==> src/core/seat_pkg.sv <==
// Shared constants for the sensor enable and light timing block
package seat_pkg;
	// Register indices; the byte address is four times the index
	localparam int ADDR_W = 10;
	localparam logic [7:0] IDX_FUNC_EN = 8'h80;
	localparam logic [7:0] IDX_ALS_INTEGRATION_TIME = 8'h81;
	localparam logic [7:0] IDX_IRQ_ST = 8'hE0;
	localparam logic [7:0] IDX_IRQ_EN = 8'hE1;
	localparam logic [7:0] IDX_IRQ_CLR = 8'hE2;
	localparam logic [7:0] IDX_ENG_ST = 8'hE3;
	localparam logic [7:0] IDX_ALS_RES = 8'hE4;
	// Function enable bit positions
	localparam int B_PON = 0;
	localparam int B_LIGHT = 1;
	localparam int B_PROX = 2;
	localparam int B_WAIT = 3;
	localparam int B_LIRQ = 4;
	localparam int B_PIRQ = 5;
	localparam int B_GEST = 6;
	localparam int B_BEAM = 7;
	// Reset values and the bits that survive a power-off write
	localparam logic [7:0] FUNC_EN_RST = 8'h00;
	localparam logic [7:0] ALS_INTEGRATION_TIME_RST = 8'hFF;
	localparam logic [7:0] PWR_OFF_KEEP = 8'h79;
	// Integration span and saturation
	localparam logic [8:0] ALS_INTEGRATION_TIME_SPAN = 9'h100;
	localparam logic [15:0] SAT_MAX = 16'hFFFF;
	localparam int SAT_SHIFT = 10;
	localparam logic [8:0] SAT_CYC_LIM = 9'h040;
	// Sticky event bits
	localparam int EV_N = 4;
	localparam int EV_DONE = 0;
	localparam int EV_LIRQ = 1;
	localparam int EV_PIRQ = 2;
	localparam int EV_GEST = 3;
	// Base tick of the internal oscillator
	localparam real BASE_TICK_MS = 2.78;
	localparam real CLK_MHZ = 20.0;
	localparam int TICK_CYCLES = int'(BASE_TICK_MS * 1000.0 * CLK_MHZ);
endpackage : seat_pkg

==> src/core/seat_tick.sv <==
// Base tick generator that runs only while the oscillator is on
`timescale 1ns/100ps
module seat_tick import seat_pkg::*; #(
	parameter int TICK_CYC = TICK_CYCLES
) (
	input wire logic clock,
	input wire logic arst_n,
	input wire logic run,
	output logic tick
);
	typedef struct packed {
		logic [31:0] cnt;
		logic tick;
	} seat_tick_st_t;
	seat_tick_st_t s_q;
	seat_tick_st_t s_d;

	// Count one base period; a stopped oscillator restarts from zero
	always_comb begin
		s_d = s_q;
		s_d.tick = 1'b0;
		if (!run) begin
			s_d.cnt = '0;
		end else if (s_q.cnt == 32'(TICK_CYC - 1)) begin
			s_d.cnt = '0;
			s_d.tick = 1'b1;
		end else begin
			s_d.cnt = s_q.cnt + 32'h0000_0001;
		end
	end

	always_ff @(posedge clock or negedge arst_n) begin
		if (!arst_n) begin
			s_q <= '0;
		end else begin
			s_q <= s_d;
		end
	end

	assign tick = s_q.tick;
endmodule : seat_tick

==> src/core/seat_integ.sv <==
// Light integration counter: counts base ticks up to the programmed span
`timescale 1ns/100ps
module seat_integ import seat_pkg::*; (
	input wire logic clock,
	input wire logic arst_n,
	input wire logic run,
	input wire logic pause,
	input wire logic tick,
	input wire logic [7:0] als_integration_time,
	output logic done,
	output logic busy
);
	typedef struct packed {
		logic [8:0] cnt;
		logic done;
	} seat_integ_st_t;
	seat_integ_st_t s_q;
	seat_integ_st_t s_d;
	logic [8:0] span;

	assign span = ALS_INTEGRATION_TIME_SPAN - {1'b0, als_integration_time};

	always_comb begin
		s_d = s_q;
		s_d.done = 1'b0;
		if (!run) begin
			s_d.cnt = '0;
		end else if (tick && !pause) begin
			if (s_q.cnt + 9'h001 >= span) begin
				s_d.cnt = '0;
				s_d.done = 1'b1;
			end else begin
				s_d.cnt = s_q.cnt + 9'h001;
			end
		end
	end

	always_ff @(posedge clock or negedge arst_n) begin
		if (!arst_n) begin
			s_q <= '0;
		end else begin
			s_q <= s_d;
		end
	end

	assign done = s_q.done;
	assign busy = run;
endmodule : seat_integ

==> src/core/seat_ctrl.sv <==
// Function enable and light integration timing registers with APB access
// How it works
// - Beam enable gives LED pin, stops proximity
// - Light keeps converting unless beam enabled and busy
// - Gesture starts on force mode or threshold
// - Proximity interrupt only while its permit set
// - Light interrupt only while its permit set
// - Wait enable bit runs the wait timer
// - Proximity enable bit runs proximity
// - Light enable bit runs light conversion
// - Power on starts oscillator for timers
// - Power off clears beam, proximity, light
// - Integration time is tick times span
// - Integration field resets to all ones
// - Result saturates at smaller limit
`timescale 1ns/100ps
module seat_ctrl import seat_pkg::*; #(
	parameter int TICK_CYC = TICK_CYCLES
) (
	input wire logic clock,
	input wire logic arst_n,
	input wire logic psel,
	input wire logic penable,
	input wire logic pwrite,
	input wire logic [ADDR_W-1:0] paddr,
	input wire logic [31:0] pwdata,
	input wire logic [3:0] pstrb,
	output logic [31:0] prdata,
	output logic pready,
	output logic pslverr,
	input wire logic beam_led,
	input wire logic prox_led,
	input wire logic beam_busy,
	input wire logic gesture_force_mode,
	input wire logic [15:0] prox_value,
	input wire logic [15:0] gest_entry_thr,
	input wire logic als_thr_hit,
	input wire logic prox_thr_hit,
	input wire logic [15:0] als_raw,
	output logic led_drive_pin,
	output logic osc_run,
	output logic light_run,
	output logic prox_run,
	output logic wait_run,
	output logic gesture_start,
	output logic light_irq,
	output logic prox_irq,
	output logic als_done,
	output logic [15:0] als_result,
	output logic irq
);
	typedef struct packed {
		logic [7:0] ctrl;
		logic [7:0] als_integration_time;
		logic [EV_N-1:0] irq_en;
		logic [EV_N-1:0] irq_st;
		logic [31:0] prdata;
		logic pready;
		logic pslverr;
		logic led;
		logic osc;
		logic light;
		logic prox;
		logic wait_on;
		logic gest;
		logic lirq;
		logic pirq;
		logic done;
		logic [15:0] result;
		logic irq;
	} seat_ctrl_st_t;
	seat_ctrl_st_t s_q;
	seat_ctrl_st_t s_d;
	logic tick;
	logic integ_done;
	logic integ_busy;
	logic setup;
	logic acc;
	logic wr;
	logic [EV_N-1:0] ev;
	logic [EV_N-1:0] clr;

	// Word index match; low address bits must be zero for an aligned word
	function automatic logic at_idx(input logic [ADDR_W-1:0] a, input logic [7:0] idx);
		at_idx = (a == {idx, 2'b00});
	endfunction : at_idx

	// Any mapped register
	function automatic logic mapped(input logic [ADDR_W-1:0] a);
		mapped = at_idx(a, IDX_FUNC_EN) || at_idx(a, IDX_ALS_INTEGRATION_TIME) ||
			at_idx(a, IDX_IRQ_ST) || at_idx(a, IDX_IRQ_EN) ||
			at_idx(a, IDX_IRQ_CLR) || at_idx(a, IDX_ENG_ST) ||
			at_idx(a, IDX_ALS_RES);
	endfunction : mapped

	function automatic logic [15:0] sat_ceiling(input logic [7:0] at);
		logic [8:0] cyc;
		cyc = ALS_INTEGRATION_TIME_SPAN - {1'b0, at};
		if (cyc >= SAT_CYC_LIM) begin
			sat_ceiling = SAT_MAX;
		end else begin
			sat_ceiling = 16'({cyc[5:0], {SAT_SHIFT{1'b0}}});
		end
	endfunction : sat_ceiling

	// Oscillator tick; long period is a parameter so simulation can shorten it
	seat_tick #(
		.TICK_CYC(TICK_CYC)
	) u_tick (
		.clock(clock),
		.arst_n(arst_n),
		.run(s_q.osc),
		.tick(tick)
	);

	seat_integ u_integ (
		.clock(clock),
		.arst_n(arst_n),
		.run(s_q.light),
		.pause(s_q.ctrl[B_BEAM] && beam_busy),
		.tick(tick),
		.als_integration_time(s_q.als_integration_time),
		.done(integ_done),
		.busy(integ_busy)
	);

	// Bus phases; the slave answers in the first access cycle
	assign setup = psel && !penable;
	assign acc = psel && penable && s_q.pready;
	assign wr = acc && pwrite && !s_q.pslverr && pstrb[0];

	// Events that latch into the sticky status
	assign ev[EV_DONE] = s_q.done;
	assign ev[EV_LIRQ] = s_q.lirq;
	assign ev[EV_PIRQ] = s_q.pirq;
	assign ev[EV_GEST] = s_q.gest;
	assign clr = (wr && at_idx(paddr, IDX_IRQ_CLR)) ? pwdata[EV_N-1:0] : '0;

	// Register file, function gating and interrupt collection
	always_comb begin
		s_d = s_q;
		s_d.pready = setup;
		if (setup) begin
			s_d.pslverr = !mapped(paddr);
			s_d.prdata = '0;
			if (at_idx(paddr, IDX_FUNC_EN)) begin
				s_d.prdata[7:0] = s_q.ctrl;
			end
			if (at_idx(paddr, IDX_ALS_INTEGRATION_TIME)) begin
				s_d.prdata[7:0] = s_q.als_integration_time;
			end
			if (at_idx(paddr, IDX_IRQ_ST)) begin
				s_d.prdata[EV_N-1:0] = s_q.irq_st;
			end
			if (at_idx(paddr, IDX_IRQ_EN)) begin
				s_d.prdata[EV_N-1:0] = s_q.irq_en;
			end
			if (at_idx(paddr, IDX_ENG_ST)) begin
				s_d.prdata[6:0] = {beam_busy, integ_busy, s_q.gest, s_q.wait_on,
					s_q.prox, s_q.light, s_q.osc};
			end
			if (at_idx(paddr, IDX_ALS_RES)) begin
				s_d.prdata[15:0] = s_q.result;
			end
		end
		if (wr && at_idx(paddr, IDX_FUNC_EN)) begin
			if (pwdata[B_PON]) begin
				s_d.ctrl = pwdata[7:0];
			end else begin
				s_d.ctrl = pwdata[7:0] & PWR_OFF_KEEP;
			end
		end
		if (wr && at_idx(paddr, IDX_ALS_INTEGRATION_TIME)) begin
			s_d.als_integration_time = pwdata[7:0];
		end
		if (wr && at_idx(paddr, IDX_IRQ_EN)) begin
			s_d.irq_en = pwdata[EV_N-1:0];
		end
		s_d.osc = s_q.ctrl[B_PON];
		s_d.light = s_q.ctrl[B_PON] && s_q.ctrl[B_LIGHT];
		s_d.prox = s_q.ctrl[B_PON] && s_q.ctrl[B_PROX] && !s_q.ctrl[B_BEAM];
		s_d.wait_on = s_q.ctrl[B_PON] && s_q.ctrl[B_WAIT];
		s_d.led = s_q.ctrl[B_BEAM] ? beam_led : (s_q.prox && prox_led);
		s_d.gest = s_q.ctrl[B_PON] && s_q.ctrl[B_GEST] &&
			(gesture_force_mode || prox_value > gest_entry_thr);
		s_d.lirq = s_q.ctrl[B_LIRQ] && s_q.light && als_thr_hit;
		s_d.pirq = s_q.ctrl[B_PIRQ] && s_q.prox && prox_thr_hit;
		s_d.done = integ_done;
		if (integ_done) begin
			if (als_raw > sat_ceiling(s_q.als_integration_time)) begin
				s_d.result = sat_ceiling(s_q.als_integration_time);
			end else begin
				s_d.result = als_raw;
			end
		end
		// Set beats clear so an event in the clearing cycle survives
		s_d.irq_st = (s_q.irq_st & ~clr) | ev;
		s_d.irq = |(s_d.irq_st & s_d.irq_en);
		// power off at any time; judged on the new value so power on can set them
		if (!s_d.ctrl[B_PON]) begin
			s_d.ctrl = s_d.ctrl & (PWR_OFF_KEEP | (8'h01 << B_PON));
		end
	end

	always_ff @(posedge clock or negedge arst_n) begin
		if (!arst_n) begin
			s_q <= '0;
			s_q.ctrl <= FUNC_EN_RST;
			s_q.als_integration_time <= ALS_INTEGRATION_TIME_RST;
		end else begin
			s_q <= s_d;
		end
	end

	// Outputs come straight from the state register
	assign prdata = s_q.prdata;
	assign pready = s_q.pready;
	assign pslverr = s_q.pslverr;
	assign led_drive_pin = s_q.led;
	assign osc_run = s_q.osc;
	assign light_run = s_q.light;
	assign prox_run = s_q.prox;
	assign wait_run = s_q.wait_on;
	assign gesture_start = s_q.gest;
	assign light_irq = s_q.lirq;
	assign prox_irq = s_q.pirq;
	assign als_done = s_q.done;
	assign als_result = s_q.result;
	assign irq = s_q.irq;

	// Helper: first cycle after reset release
	logic rst_seen_q;
	always_ff @(posedge clock or negedge arst_n) begin
		if (!arst_n) begin
			rst_seen_q <= 1'b0;
		end else begin
			rst_seen_q <= 1'b1;
		end
	end
endmodule : seat_ctrl

==> config.mk <==
export PLATFORM = sky130hd
export DESIGN_NAME = seat_ctrl
export DESIGN_NICKNAME = d
export VERILOG_FILES = /design/src/core/seat_pkg.sv /design/src/core/seat_tick.sv /design/src/core/seat_integ.sv /design/src/core/seat_ctrl.sv
export SDC_FILE = /design/constraint.sdc
export NUM_CORES = 1
export LEC_CHECK = 0
export ABC_AREA = 1
export ABC_CLOCK_PERIOD_IN_PS = 4500
export CAP_MARGIN = 40
export CORE_MARGIN = 2
export CORE_UTILIZATION = 60
export DETAILED_ROUTE_END_ITERATION = 8
export DONT_BUFFER_PORTS = 1
export PLACE_DENSITY = 0.76
export SYNTH_ARGS = -nofsm -noshare
export SYNTH_HDL_FRONTEND = slang
export SYNTH_SLANG_ARGS = --single-unit
==> constraint.sdc <==
create_clock -name clock -period 4.5 [get_ports clock]
set_input_delay 0.225 -clock clock [delete_from_list [all_inputs] [get_ports clock]]
set_output_delay 0.225 -clock clock [all_outputs]
set_load 0.05 [all_outputs]
==> results.json <==
{
  "hpwl_um": 13300,
  "die_x_um": 116,
  "postSynthCellCount": 997,
  "die-height_um": 116,
  "layout-drive-gt1-share_pct": 8.98,
  "clock_path_buffers": 2,
  "hold_violations": 0,
  "wl_per_cell_um": 15.2,
  "antenna_found_initial": 0,
  "internal_power_mw": 1.57,
  "gp_congestion": 0.919,
  "irDropWorstVdd_v": 0.000178,
  "r2r-end": "als_result[2]",
  "yosys_warnings": 0,
  "finalPower_mw": 2.04,
  "dpl_cell_area_um2": 7310,
  "p_seq_share_pct": 49.7,
  "worst_ep_arrival_time_ns": 3.56,
  "startpoint_type": "flop",
  "synth_edf_count": 0,
  "fin_crit_ns": 3.26,
  "cp_num_buf_inv": 2,
  "clk_latency_ns": 0.35,
  "cts_num_sinks": 111,
  "swShare_pct": 23.1,
  "ys_seq_area_share_pct": 37.3,
  "synth_cell_types": 46,
  "critical_path_class": "reg2reg",
  "initial_utilization_pct": 62.0,
  "whs_endpoint": "gesture_start",
  "fmax_mhz": 306,
  "dp.cells": 1118,
  "p_sw_mw": 0.470,
  "first_pass_iters": 5,
  "min_path_cells": 2,
  "cpMaxStageDelayCell": "dfstp_2",
  "hold_ws_ns": 0.0145,
  "fill_cells": 1090,
  "cap_viol_max_count": 0,
  "synthArstFlopShare_pct": 100,
  "clkPwrFrac_pct": 43.9,
  "p_comb_share_pct": 6.4,
  "setup_viol": 0,
  "fin_ws_ns": 1.24,
  "slew_viol_final": 0,
  "slew_headroom_pct": 45.5,
  "wl_um": 17200,
  "grt.overflow.total": 0,
  "syn_area_per_cell_um2": 7.50,
  "p_per_area_nw_per_um2": 265,
  "cts_tree": "yes",
  "syn_to_final_growth_pct": 2.98,
  "cts-buffers-inserted": 9,
  "synth-seq-cells": 111,
  "viasPerCell": 5.36,
  "fin_util_pct": 63.8,
  "crit_fanout": 16,
  "final_cells": 1137,
  "postCtsResizedCells": 0,
  "status": "completed",
  "io_buffers": 0,
  "htreeDepth": 3,
  "cp_data_required_time_ns": 4.79,
  "r2r-start": "s_q[68]",
  "hold_class": "in2reg",
  "crit_path_max_incr_delay_ns": 0.62,
  "worst-r2r-cell-count": 19,
  "grt_pass1_vias": 5695,
  "drt_iter0_drc": 419,
  "place_ws_ns": 1.25,
  "fin_worst_skew_ns": 0.00299,
  "grt_pass1_wl_um": 27900,
  "clk_pin_slew_ns": 0.07,
  "fin_crit_sh_pct": 72.5,
  "path_common_cell": "nand2_1",
  "core_um2": 12100,
  "cts_root_buf": "clkbuf_16",
  "diodes": 0,
  "ioPinCount": 165,
  "crit_family": "simple AND/OR/NAND/NOR gates",
  "finalSetupTns_ns": 0,
  "drc": 0,
  "dominantRegCellSynth": "dfrtp_1",
  "cp_cell_sequence": "inv_1 -> ha_1 -> nand3_1 -> nand2_1 -> a21oi_2 -> nand2_4 -> inv_1 -> ha_1 -> nand2_1 -> nand2_1 -> nand3_1 -> nand2_1 -> a21oi_1 -> nand2_4 -> nand2_2 -> nand2_1 -> nand2_1 -> nand2_1 -> nand2_1",
  "r2r_slack_ns": 1.24,
  "p_leak_nw": 3.73,
  "grt_max_degree": 112,
  "min_from": "gesture_force_mode",
  "rsz0062_at_grt": "no",
  "final_nets": 1114,
  "post-route-cell-area_um2": 7700,
  "synth_area_um2": 7470,
  "die_area_um2": 13400,
  "ant_nets": 0,
  "vias": 6092,
  "track_usage_pct": 26.8,
  "fp-row-count": 40,
  "worst_pin_slew_ns": 0.812,
  "end_kind": "flop"
}
[layer usage]
metal  routed length, um  vias to the layer above  track usage [%]
met4                 274                        0             6.75
met5                   0                        -                0
met1                7900                     2852             37.5
met3                1220                       25             7.48
li1                    -                     3051                -
met2                7830                      164             41.4
[Yosys cell counts (3+ instances only)]
cell type / n / share of area (%)
dfrtp_1: 103 / 34
nand2_1: 284 / 14
nand3_2: 5 / 0.67
clkbuf_1: 8 / 0.40
xor2_1: 22 / 2.6
nand2_2: 9 / 0.75
o21ai_1: 13 / 0.87
nor2_4: 10 / 1.5
nor4_1: 6 / 0.50
nor3_2: 9 / 1.2
inv_1: 118 / 5.9
a21oi_1: 19 / 1.3
ha_1: 45 / 7.5
nand3_1: 45 / 3.0
o21ai_0: 45 / 3.0
buf_2: 4 / 0.27
dfstp_2: 8 / 2.8
a21o_1: 3 / 0.30
buf_4: 48 / 4.8
xnor2_1: 6 / 0.70
and3_1: 3 / 0.25
nor3b_1: 3 / 0.30
inv_2: 6 / 0.30
nor3_1: 17 / 1.1
nor2_1: 94 / 4.7
nand4_1: 26 / 2.2
nor2_2: 13 / 1.1
[cells by family (layout without fill, tap and decap cells)]
group           count (synthesis)  in the layout  share of synthesized area [%]
compound gates                 90             90                           6.48
xor+xnor                       28             28                           3.28
fa+ha+maj                      45             45                           7.53
buf+inv                       188            145                           12.0
flops                         111            111                           37.3
other cells                     1             16                         0.0502
simple gates                  534            534                           33.3
[worst max path at each step]
| stage | from | end | slack, ns | cells past startpoint |
|---|---|---|---|---|
| after global placement | s_q[68] | als_result[10] | 1.32 | 18 |
| after detailed placement | s_q[68] | als_result[10] | 1.25 | 18 |
| final | s_q[68] | als_result[2] | 1.24 | 19 |
| after floorplan | s_q[68] | als_result[10] | 1.67 | 19 |
| after CTS | s_q[68] | als_result[2] | 1.23 | 19 |
| after global routing | s_q[68] | als_result[2] | 0.96 | 19 |
[sequential cells by signal, summed over array words and instances (netlist names), 9 cells and up]
name	cells
als_result	16
prdata	16
s_q	23
u_integ.s_q	9
u_tick.s_q	32
[final cells by class]
class	count	area [um2]	share of cell area [%]
clock buffers	13	270	3.51
clock inverters	3	65.1	0.845
inverters	126	473	6.15
multi-input cells	713	3840	49.9
flip-flops and latches	111	2790	36.2
well taps	168	210	2.73
repair buffers	3	47.5	0.618
[worst register-to-register path, delay by kind of cell, from the launching register on]
family | cells | cell delay (ns)
and+or+nand+nor | 13 | 1.28
DFF | 1 | 0.62
AOI/OAI and AO/OA | 2 | 0.39
adders and majority gates | 2 | 0.56
buffers and inverters | 2 | 0.38
[timing repair]
item                                   in CTS  in global routing
setup buffers                               0                  0
endpoints found under the hold margin     112                  0
hold buffers                                3                  0
[power by group through the flow]
stage,clock network (mW),logic (mW),registers (mW)
floorplan,0,0.110,1.03
global placement,0,0.105,1.03
detailed placement,0,0.107,1.03
CTS,0.903,0.132,1.01
global route,0.946,0.150,1.01
finish,0.894,0.130,1.01
[layout by cell type (no fill, tap or decap), types with 2 or more instances in the layout]
cell	count
dlygate4sd3_1	2
or2_2	2
nor4_1	6
nor3_2	9
nand3_2	5
dfstp_2	8
nor3_1	17
inv_2	6
nand3_1	45
o21bai_1	2
nor2_1	94
and3_1	3
nor4_2	2
xor2_1	22
bufinv_16	2
nand2_1	284
a21oi_1	19
xnor2_1	6
nand3_4	2
dfrtp_1	103
o21ai_0	45
o21ai_1	13
nor3b_1	3
nor2_2	13
nand2_2	9
ha_1	45
nor2_4	10
clkbuf_8	3
nand4_1	26
a21o_1	3
clkinv_1	2
clkbuf_16	9
inv_1	118
nand2_4	2
conb_1	16
Note: power is estimated with default switching activity, not from simulation.
